## src/logic/mwdt_defines.svh

```systemverilog
// Constants of the minute watchdog: offsets, field positions, reset values, timing
// Notes on behaviour
// - Software retrigger write restarts count from reload
// - Retrigger bit self-clears, always reads zero
// - Enable bit one activates watchdog, reset zero
// - Enable cleared only by power-up resets
// - Write one sets, write zero leaves unchanged
// - Full 8-bit reload loads the down counter
// - Reload counts minutes 1 to 255, zero reserved
// - Reset: reload one, control and sources zero
// - Source bit 7 gates software retrigger
// - Source bit 3: serial two IRQ restarts
// - Source bit 2: serial one IRQ restarts
// - Source bit 1: mouse IRQ restarts
// - Source bit 0: keyboard IRQ restarts
`ifndef MWDT_DEFINES_SVH
`define MWDT_DEFINES_SVH

`define MWDT_OFF_CONTROL 8'h10
`define MWDT_OFF_RELOAD 8'h11
`define MWDT_OFF_SOURCES 8'h12

`define MWDT_CTL_RETRIGGER_BIT 7
`define MWDT_CTL_ON_BIT 0
`define MWDT_SRC_SW_BIT 7
`define MWDT_SRC_SER2_BIT 3
`define MWDT_SRC_SER1_BIT 2
`define MWDT_SRC_MOUSE_BIT 1
`define MWDT_SRC_KBD_BIT 0
`define MWDT_SRC_MASK 8'h8F
`define MWDT_IRQ_LANES 4
`define MWDT_VDD_LANE 4

`define MWDT_RST_CONTROL 8'h00
`define MWDT_RST_RELOAD 8'h01
`define MWDT_RST_SOURCES 8'h00
`define MWDT_ZERO_BYTE 8'h00
`define MWDT_ONE_BYTE 8'h01

`define MWDT_MINUTE_S 60
`define MWDT_CLOCK_HZ 100000000

`endif

```

## src/logic/mwdt_pkg.sv

```systemverilog
// Types shared by the minute watchdog modules
package mwdt_pkg;
    `include "mwdt_defines.svh"

    typedef logic [7:0] mwdt_byte_t;
    typedef logic [4:0] mwdt_lanes_t;

    typedef struct packed {
        mwdt_lanes_t sync1;
        mwdt_lanes_t sync2;
        mwdt_lanes_t sync3;
        mwdt_lanes_t filt;
        logic on;
        mwdt_byte_t reload;
        mwdt_byte_t sources;
        mwdt_byte_t count;
        logic expired;
        mwdt_byte_t rdData;
    } mwdt_state_t;

    typedef struct packed {
        logic [35:0] cnt;
        logic tick;
    } mwdt_tick_state_t;
endpackage : mwdt_pkg

```

## src/logic/mwdt_tick_if.sv

```systemverilog
// Minute time base link between the watchdog core and its prescaler
`timescale 1ns/10ps
interface mwdt_tick_if;
    logic run;
    logic restart;
    logic tick;
    modport timebase (input run, input restart, output tick);
    modport user (output run, output restart, input tick);
endinterface : mwdt_tick_if

```

## src/logic/mwdt_top.sv

```systemverilog
// Minute watchdog core: registers, trigger sources and down counter
`timescale 1ns/10ps
`include "mwdt_defines.svh"
module mwdt_top #(
    parameter logic [35:0] TICK_CYCLES = 36'(64'(`MWDT_MINUTE_S) * 64'(`MWDT_CLOCK_HZ))
) (
    input wire logic clock,
    input wire logic rst_n,
    input wire mwdt_pkg::mwdt_byte_t regAddr,
    input wire mwdt_pkg::mwdt_byte_t regWrData,
    input wire logic regWr,
    input wire logic regRd,
    output mwdt_pkg::mwdt_byte_t regRdData,
    input wire logic serOneIrq,
    input wire logic serTwoIrq,
    input wire logic mouseIrq,
    input wire logic keyboardIrq,
    input wire logic vddPowerUpReset,
    output logic watchdogOn,
    output logic watchdogExpired,
    output mwdt_pkg::mwdt_byte_t minutesLeft
);
    import mwdt_pkg::*;

    // A literal cannot be bit-selected, so the reset byte gets a name first
    localparam mwdt_byte_t RST_CONTROL = `MWDT_RST_CONTROL;
    mwdt_state_t st_r;
    mwdt_state_t st_nxt;
    mwdt_tick_if tk ();

    logic controlWr;
    logic reloadWr;
    logic sourcesWr;
    logic swHit;
    logic irqHit;
    logic restart;
    mwdt_lanes_t laneIn;

    function automatic logic isReg(input mwdt_byte_t addr, input mwdt_byte_t offset);
        isReg = (addr == offset);
    endfunction : isReg

    assign laneIn = {vddPowerUpReset, serTwoIrq, serOneIrq, mouseIrq, keyboardIrq};
    assign controlWr = regWr && isReg(regAddr, `MWDT_OFF_CONTROL);
    assign reloadWr = regWr && isReg(regAddr, `MWDT_OFF_RELOAD);
    assign sourcesWr = regWr && isReg(regAddr, `MWDT_OFF_SOURCES);
    // Software retrigger counts only when its source is allowed
    assign swHit = controlWr && regWrData[`MWDT_CTL_RETRIGGER_BIT]
        && st_r.sources[`MWDT_SRC_SW_BIT];
    // Active IRQ level holds the count at reload for as long as it stays high
    assign irqHit = |(st_r.filt[`MWDT_IRQ_LANES-1:0]
        & st_r.sources[`MWDT_IRQ_LANES-1:0]);
    assign restart = swHit || irqHit;

    assign tk.run = st_r.on;
    assign tk.restart = restart;

    mwdt_prescaler #(
        .TICK_CYCLES(TICK_CYCLES)
    ) u_prescaler (
        .clock(clock),
        .rst_n(rst_n),
        .tk(tk.timebase)
    );

    always_comb begin
        st_nxt = st_r;
        // Three-flop synchronisers; a change counts once stages two and three agree
        st_nxt.sync1 = laneIn;
        st_nxt.sync2 = st_r.sync1;
        st_nxt.sync3 = st_r.sync2;
        for (int i = 0; i <= `MWDT_VDD_LANE; i++) begin
            if (st_r.sync2[i] == st_r.sync3[i]) begin
                st_nxt.filt[i] = st_r.sync2[i];
            end
        end

        if (controlWr && regWrData[`MWDT_CTL_ON_BIT]) begin
            st_nxt.on = 1'b1;
        end
        // Software cannot clear the enable; main power-up reset does, and wins
        if (st_r.filt[`MWDT_VDD_LANE]) begin
            st_nxt.on = 1'b0;
        end
        if (reloadWr) begin
            st_nxt.reload = regWrData;
        end
        if (sourcesWr) begin
            st_nxt.sources = regWrData & `MWDT_SRC_MASK;
        end

        if (!st_nxt.on) begin
            st_nxt.expired = 1'b0;
        end else if (!st_r.on || restart) begin
            st_nxt.count = st_r.reload;
            st_nxt.expired = 1'b0;
        end else if (tk.tick && (st_r.count != `MWDT_ZERO_BYTE)) begin
            st_nxt.count = st_r.count - `MWDT_ONE_BYTE;
            st_nxt.expired = (st_r.count == `MWDT_ONE_BYTE);
        end

        st_nxt.rdData = `MWDT_ZERO_BYTE;
        if (regRd) begin
            if (isReg(regAddr, `MWDT_OFF_CONTROL)) begin
                // Retrigger bit is never stored, so it reads zero
                st_nxt.rdData[`MWDT_CTL_ON_BIT] = st_r.on;
            end else if (isReg(regAddr, `MWDT_OFF_RELOAD)) begin
                st_nxt.rdData = st_r.reload;
            end else if (isReg(regAddr, `MWDT_OFF_SOURCES)) begin
                st_nxt.rdData = st_r.sources;
            end
        end
    end

    always_ff @(posedge clock or negedge rst_n) begin
        if (!rst_n) begin
            st_r <= '0;
            st_r.on <= RST_CONTROL[`MWDT_CTL_ON_BIT];
            st_r.reload <= `MWDT_RST_RELOAD;
            st_r.sources <= `MWDT_RST_SOURCES;
        end else begin
            st_r <= st_nxt;
        end
    end

    assign regRdData = st_r.rdData;
    assign watchdogOn = st_r.on;
    assign watchdogExpired = st_r.expired;
    assign minutesLeft = st_r.count;
endmodule : mwdt_top

```

## src/logic/mwdt_prescaler.sv

```systemverilog
// Minute prescaler: one-cycle tick per minute while running
`timescale 1ns/10ps
`include "mwdt_defines.svh"
module mwdt_prescaler #(
    parameter logic [35:0] TICK_CYCLES = 36'(64'(`MWDT_MINUTE_S) * 64'(`MWDT_CLOCK_HZ))
) (
    input wire logic clock,
    input wire logic rst_n,
    mwdt_tick_if.timebase tk
);
    import mwdt_pkg::*;

    mwdt_tick_state_t st_r;
    mwdt_tick_state_t st_nxt;

    // Restart clears the phase so each restart gives a full first minute
    always_comb begin
        st_nxt = st_r;
        st_nxt.tick = 1'b0;
        if (!tk.run || tk.restart) begin
            st_nxt.cnt = 36'h0;
        end else if (st_r.cnt == TICK_CYCLES - 36'h1) begin
            st_nxt.cnt = 36'h0;
            st_nxt.tick = 1'b1;
        end else begin
            st_nxt.cnt = st_r.cnt + 36'h1;
        end
    end

    always_ff @(posedge clock or negedge rst_n) begin
        if (!rst_n) begin
            st_r <= '0;
        end else begin
            st_r <= st_nxt;
        end
    end

    assign tk.tick = st_r.tick;
endmodule : mwdt_prescaler

```

## config.mk

```make
export PLATFORM = sky130hd
export DESIGN_NAME = mwdt_top
export DESIGN_NICKNAME = d
export VERILOG_FILES = /design/src/logic/mwdt_pkg.sv /design/src/logic/mwdt_tick_if.sv /design/src/logic/mwdt_top.sv /design/src/logic/mwdt_prescaler.sv
export VERILOG_INCLUDE_DIRS = /design/src /design/src/logic
export SDC_FILE = /design/constraint.sdc
export NUM_CORES = 1
export LEC_CHECK = 0
export BUFFER_PORTS_ARGS = -buffer_cell sky130_fd_sc_hd__buf_2
export CAP_MARGIN = 20
export CELL_PAD_IN_SITES_DETAIL_PLACEMENT = 1
export CELL_PAD_IN_SITES_GLOBAL_PLACEMENT = 2
export CORE_MARGIN = 5
export CORE_UTILIZATION = 42
export DETAILED_ROUTE_END_ITERATION = 16
export GPL_TIMING_DRIVEN = 0
export PLACE_DENSITY_LB_ADDON = 0.1
export SLEW_MARGIN = 20
export SYNTH_ARGS = -nofsm -noshare
export SYNTH_HDL_FRONTEND = slang
export SYNTH_SLANG_ARGS = --single-unit
```

## constraint.sdc

```tcl
create_clock -name clock -period 5.3 [get_ports clock]
set_clock_uncertainty 0.1 [all_clocks]
set_input_delay 0.795 -clock clock [delete_from_list [all_inputs] [get_ports clock]]
set_output_delay 0.795 -clock clock [all_outputs]
set_load 0.02 [all_outputs]
```

Word-level counts from Yosys, hierarchy flattened
Cells that the tools add are included.
- word-level logic and storage cells: 58
- register bits after elaboration: 88
- memory bits (read-only): 0
- bits in latches: 0
- memories kept: 0
- output and inout bits: 18
- memory bits (writable): 0
- $mul: 0
- bitwise operators: 1
- reduce and logical (&&, ||, !) cells: 14
- add/sub/neg operators: 2
- multiplexer cells: 14
- shift-type cells: 0
- eq/ne operators: 11
- divide/modulo/power cells: 0
- magnitude comparators: 0
- operators by type and width (cell ; number):
    36-bit two-way mux ; 2
    36-bit by 1-bit adder with 36-bit output (second input constant) ; 1
    36-bit by 33-bit equality test with 1-bit output (second input constant) ; 1
    8-bit by 5-bit equality test with 1-bit output (second input constant) ; 3
    8-bit two-way mux ; 3
    9-bit two-way mux ; 2
    8-bit by 1-bit equality test with 1-bit output (second input constant) ; 1
    8-bit nonzero test ; 1
    8-bit by 1-bit subtractor with 8-bit output (second input constant) ; 1
    1-bit logical AND ; 7
    7-bit two-way mux ; 1
    1-bit two-way mux ; 6
    1-bit equality test ; 5
    4-bit bitwise AND ; 1
    4-bit OR reduction ; 1
    3-bit by 1-bit != test with 1-bit output (second input constant) ; 1
    1-bit logical OR ; 2
    2-bit AND reduction ; 1
    2-bit nonzero test ; 1
    1-bit zero test ; 1

Logic depth before layout (Yosys ltp)
- word-level depth: 8
- depth in mapped cells: 8
- depth with buffers taken out: 7

By module
A second synthesis with hierarchy kept.
- cells, all modules: 390
- area total of the unflattened synthesis: 4229.1 µm²
- by module, submodules not included (module ; cells each ; area each (µm²) ; seq. area each (µm²) ; times used):
    mwdt_top ; 186 ; 2275.9 ; 1277.5 ; 1
    mwdt_prescaler ; 204 ; 1953.1 ; 925.9 ; 1

Worst setup path before layout
Ideal clock, no wire load.
- path type: input port to flip-flop
- from: in regAddr[3]
- to: reg st_r[17] (netlist name)
- buffers on the path: 0
- required time: 5075 ps
- library setup time: 125 ps
- slack: 3188 ps
- arrival: 1888 ps
- stages: 4
- path through: nor4b_4 > nor3b_2 > nand3_1 > mux2_2
- longest elaborated chain between the ends: 2
- ends and longest elaborated chain (what ; RTL line ; text):
    from (decl) ; mwdt_top.sv:9 ; input wire mwdt_pkg::mwdt_byte_t regAddr,
    8-bit by 5-bit equality test with 1-bit output ; mwdt_top.sv:40 ; isReg = (addr == offset);
    1-bit logical AND ; mwdt_top.sv:46 ; assign sourcesWr = regWr && isReg(regAddr, `MWDT_OFF_SOURCES);
    to (signal assigned) ; mwdt_top.sv:122 ; st_r <= st_nxt;
    to (decl) ; mwdt_top.sv:27 ; mwdt_state_t st_r;
Every way passes these cells.
A chain may end at the register's enable or synchronous reset.

Final worst setup path
- from: in regAddr[3]
- to: reg st_r[24] (netlist name)
The elaborated chain is that of the path after synthesis.

==> key figures <==
Logic synthesis
  – Cell count after synthesis: approximately 390
  – Syn_nets: between 400 and 500
  – Post-synthesis sequential area ratio: around half
  – Flops & latches, synth: 88
  – Yosys warning count: 0
  – Yosys top cell area share: between 50% and 60%
  – Area contributors post-synth: dfrtp_1 51%, xnor2_1 5.4%, nor2_1 5.1%
  – Syn avg cell area: 11.05 um^2
  – Largest area contributor in the netlist: dfrtp_1
  – Simple-gate area share of the yosys netlist: 21.83%
  – Mux share of post-synthesis cell area: ~4.6%
  – Synth cell types: 55
  – Post-synth EDFFs: 0
  – Synth Area in Compound Gates: under 10%
  – Largest family of logic cells by synthesized area: simple AND/OR/NAND/NOR gates
  – Synth Cell Area: between 4000 and 5000 um^2
  – Ys async rst share: 100.0%
  – XOR/XNOR share of the synthesized area: between 7 and 8%
  – Synthesized-area fraction occupied by adder cells: 2.354%
  – Post-synth top flop: dfrtp_1

Routing
  – DR vias/cell: between 5 and 6
  – WL/cell: between 15 and 20 um
  – Pre-antenna DRT Iters: 4
  – Vias: between 2000 and 3000
  – DRC violations left: 0
  – Detail Route Antenna Nets: 0
  – WL final: between 9 and 10 mm
  – Iteration-0 DRC Markers: 85

Floorplan
  – Core ar.: 9819 um^2
  – Die ar.: about 12000 um^2
  – Io pins: 43
  – Initial Util: 43.31%
  – Die W: about 110 um
  – Site Rows: 36
  – Die H: roughly 110 um

STA
  – Worst slew margin: around 64%
  – RSZ-0062 raised after global routing: no
  – WHS: between 0.2 and 0.3 ns
  – Final period utilization: about two fifths
  – Final hold vios: 0
  – Final setup violation count: 0
  – FMAX: between 400 and 500 MHz
  – Max Slew Vio Count: 0
  – Period minus WS final: about 2.2 ns
  – Final setup TNS: 0 ns
  – Least-Margin Pin Slew: about 0.54 ns

Pwr
  – Clock share of power: between 30% and 40%
  – Peak VDD IR: approximately 100 uV
  – Combinational fraction of design power: roughly 5.1%
  – Switching power total: around 0.00031 W
  – Power per cell area: 249.9 nW/um^2
  – Register share of total power: between 50% and 60%
  – Pint: 0.0008986 W
  – Switching share of power: 25.77%
  – Static leakage: about 2.1 nW

Worst hold path
  – Worst hold path class: reg2reg

Setup path
  – Crit path capture type: flip-flop
  – Setup CP Type: in2reg
  – Critical Path AT: between 2 and 2.5 ns
  – CP Max Fanout: 5
  – CP startpoint: regAddr[3]
  – Reg-to-reg slack, setup: roughly 3.2 ns
  – Reg2reg start: u_prescaler.st_r[17]$_DFF_PN0_
  – Worst flop-to-flop path endpoint: u_prescaler.st_r[12]$_DFF_PN0_
  – Worst Setup EP: st_r[24]$_DFFE_PN0P_
  – CP Launch Type: input port
  – Data required, critical path: 5.44 ns
  – R2R cell count: 7

Placement
  – GPL Wtd Cong: ~0.8
  – Port-buffer cells: 42
  – DP HPWL: 6.816 mm

GRT
  – Grt total ovfl: 0
  – Largest net degree at the start of global routing: 51
  – First-pass GRT wire length: between 15 and 20 mm
  – Vias in the first global route: around 3200
  – Initial antenna violation count: 0
  – GR Util All Layers: between 10% and 20%

Cells and area
  – Layout area overhead: 13.92%
  – Layout cells sized above 1: between 20% and 30%
  – Most common cell after layout, fill and taps aside: dfrtp_1
  – Number of antenna diodes: 0
  – Final core occ: 49.34%
  – Number of fill cells: 1117
  – Final net count: ~470
  – Commonest cells after routing, fill and taps aside: 87 x dfrtp_1, 58 x nor2_1, 44 x buf_2

Clock network
  – Worst-Skew Late Latency: about 0.36 ns
  – CTS tree: done
  – # Post-CTS Setup Buffers: 0
  – CTS HTree Levels: 3
  – Clk pin slew, worst setup/hold paths: roughly 0.09 ns
  – Clock Sinks: between 80 and 90
  – CTS Buf Count: 9
  – CTS Root Cell: clkbuf_8
  – CTS Buffer Depth: 2
  – Cts repair resizes: 0
  – CTS Hold Bufs: 0

Run status
  – Status: complete, no violations

Run
  – Max_cap viols: 0
==> area by class of cell <==
type / count / area (um^2) / area share (%)
well taps: 133 / 166.4 / 3.435
inverters: 18 / 68.82 / 1.420
multi-input cells: 252 / 1763 / 36.39
plain buffers: 27 / 217.7 / 4.494
clock inverters: 6 / 57.56 / 1.188
repair buffers: 43 / 240.2 / 4.959
clock buffers: 10 / 127.6 / 2.634
flip-flops and latches: 88 / 2203 / 45.48
==> synth_stat cells, types with 4 or more instances <==
| cell | number |
|---|---|
| ha_1 | 4 |
| mux2i_1 | 5 |
| buf_4 | 18 |
| dfrtp_1 | 87 |
| o21ai_0 | 4 |
| o2bb2ai_1 | 4 |
| nor2_1 | 58 |
| and2_1 | 4 |
| nand2_1 | 12 |
| buf_6 | 6 |
| and3_1 | 9 |
| nand3_1 | 20 |
| nand4_1 | 7 |
| nor4_1 | 6 |
| a21oi_1 | 7 |
| a22oi_1 | 6 |
| nor3_1 | 13 |
| inv_1 | 17 |
| maj3_1 | 5 |
| xor2_1 | 8 |
| and4_1 | 5 |
| mux2_2 | 13 |
| xnor2_1 | 26 |
==> flip-flops by register name, summed over array words and instances (netlist names) <==
register / flops
watchdogExpired: 1
regRdData: 8
u_prescaler.tk.tick: 1
watchdogOn: 1
minutesLeft: 8
u_prescaler.st_r: 36
st_r: 23
st_nxt: 10
==> per-layer routing <==
metal,part of all wire (%),global-route usage [%],vias up
met5,0,0,-
met4,3.0,7.061,0
met3,3.3,2.899,17
met2,48,26.21,53
met1,46,20.71,1473
li1,-,-,1431
==> worst max-delay path, cell delays in order <==
cell     delay [ns]
buf_2          0.11
nor4b_4        0.40
nor3b_2        0.33
nand3_1        0.31
mux2_2         0.36
==> power groups by stage <==
stage	Sequential, W	Clock, W	Combinational [W]
2_1_floorplan	0.000710	0	0.0000282
3_3_place_gp	0.000715	0	0.0000595
3_5_place_dp	0.000715	0	0.0000634
4_1_cts	0.000702	0.000468	0.0000636
5_1_grt	0.000705	0.000495	0.0000697
6_report	0.000702	0.000447	0.0000618
==> per-stage QoR <==
stage          instances  power [W]  cell area [um^2]  setup WS, ns
3_5_place_dp         561  0.0007786              4659         2.803
6_report             577   0.001211              4845         3.144
5_1_grt              577   0.001269              4845         3.049
3_3_place_gp         560  0.0007740              4629         2.513
2_1_floorplan        385  0.0007382              4253         3.188
4_1_cts              577   0.001234              4845         3.137
==> worst min-delay path by stage <==
| stage | start | to | cells past startpoint |
|---|---|---|---|
| floorplan | st_nxt[44]$_DFF_PN0_ | st_nxt[39]$_DFF_PN0_ | 0 |
| global route | st_nxt[47]$_DFF_PN0_ | st_nxt[42]$_DFF_PN0_ | 0 |
| CTS | st_nxt[48]$_DFF_PN0_ | st_nxt[43]$_DFF_PN0_ | 0 |
| detailed placement | st_nxt[48]$_DFF_PN0_ | st_nxt[43]$_DFF_PN0_ | 0 |
| finish | st_nxt[46]$_DFF_PN0_ | st_nxt[41]$_DFF_PN0_ | 0 |
| global placement | st_nxt[45]$_DFF_PN0_ | st_nxt[40]$_DFF_PN0_ | 0 |
==> cells by family after synthesis <==
family | Yosys count
buffers and inverters | 45
AO/OA/AOI/OAI | 34
flip-flops | 88
multiplexers | 18
AND/OR/NAND/NOR | 157
adder cells (fa/ha/maj) | 9
XOR/XNOR | 34
(Power assumes the default switching activity.)
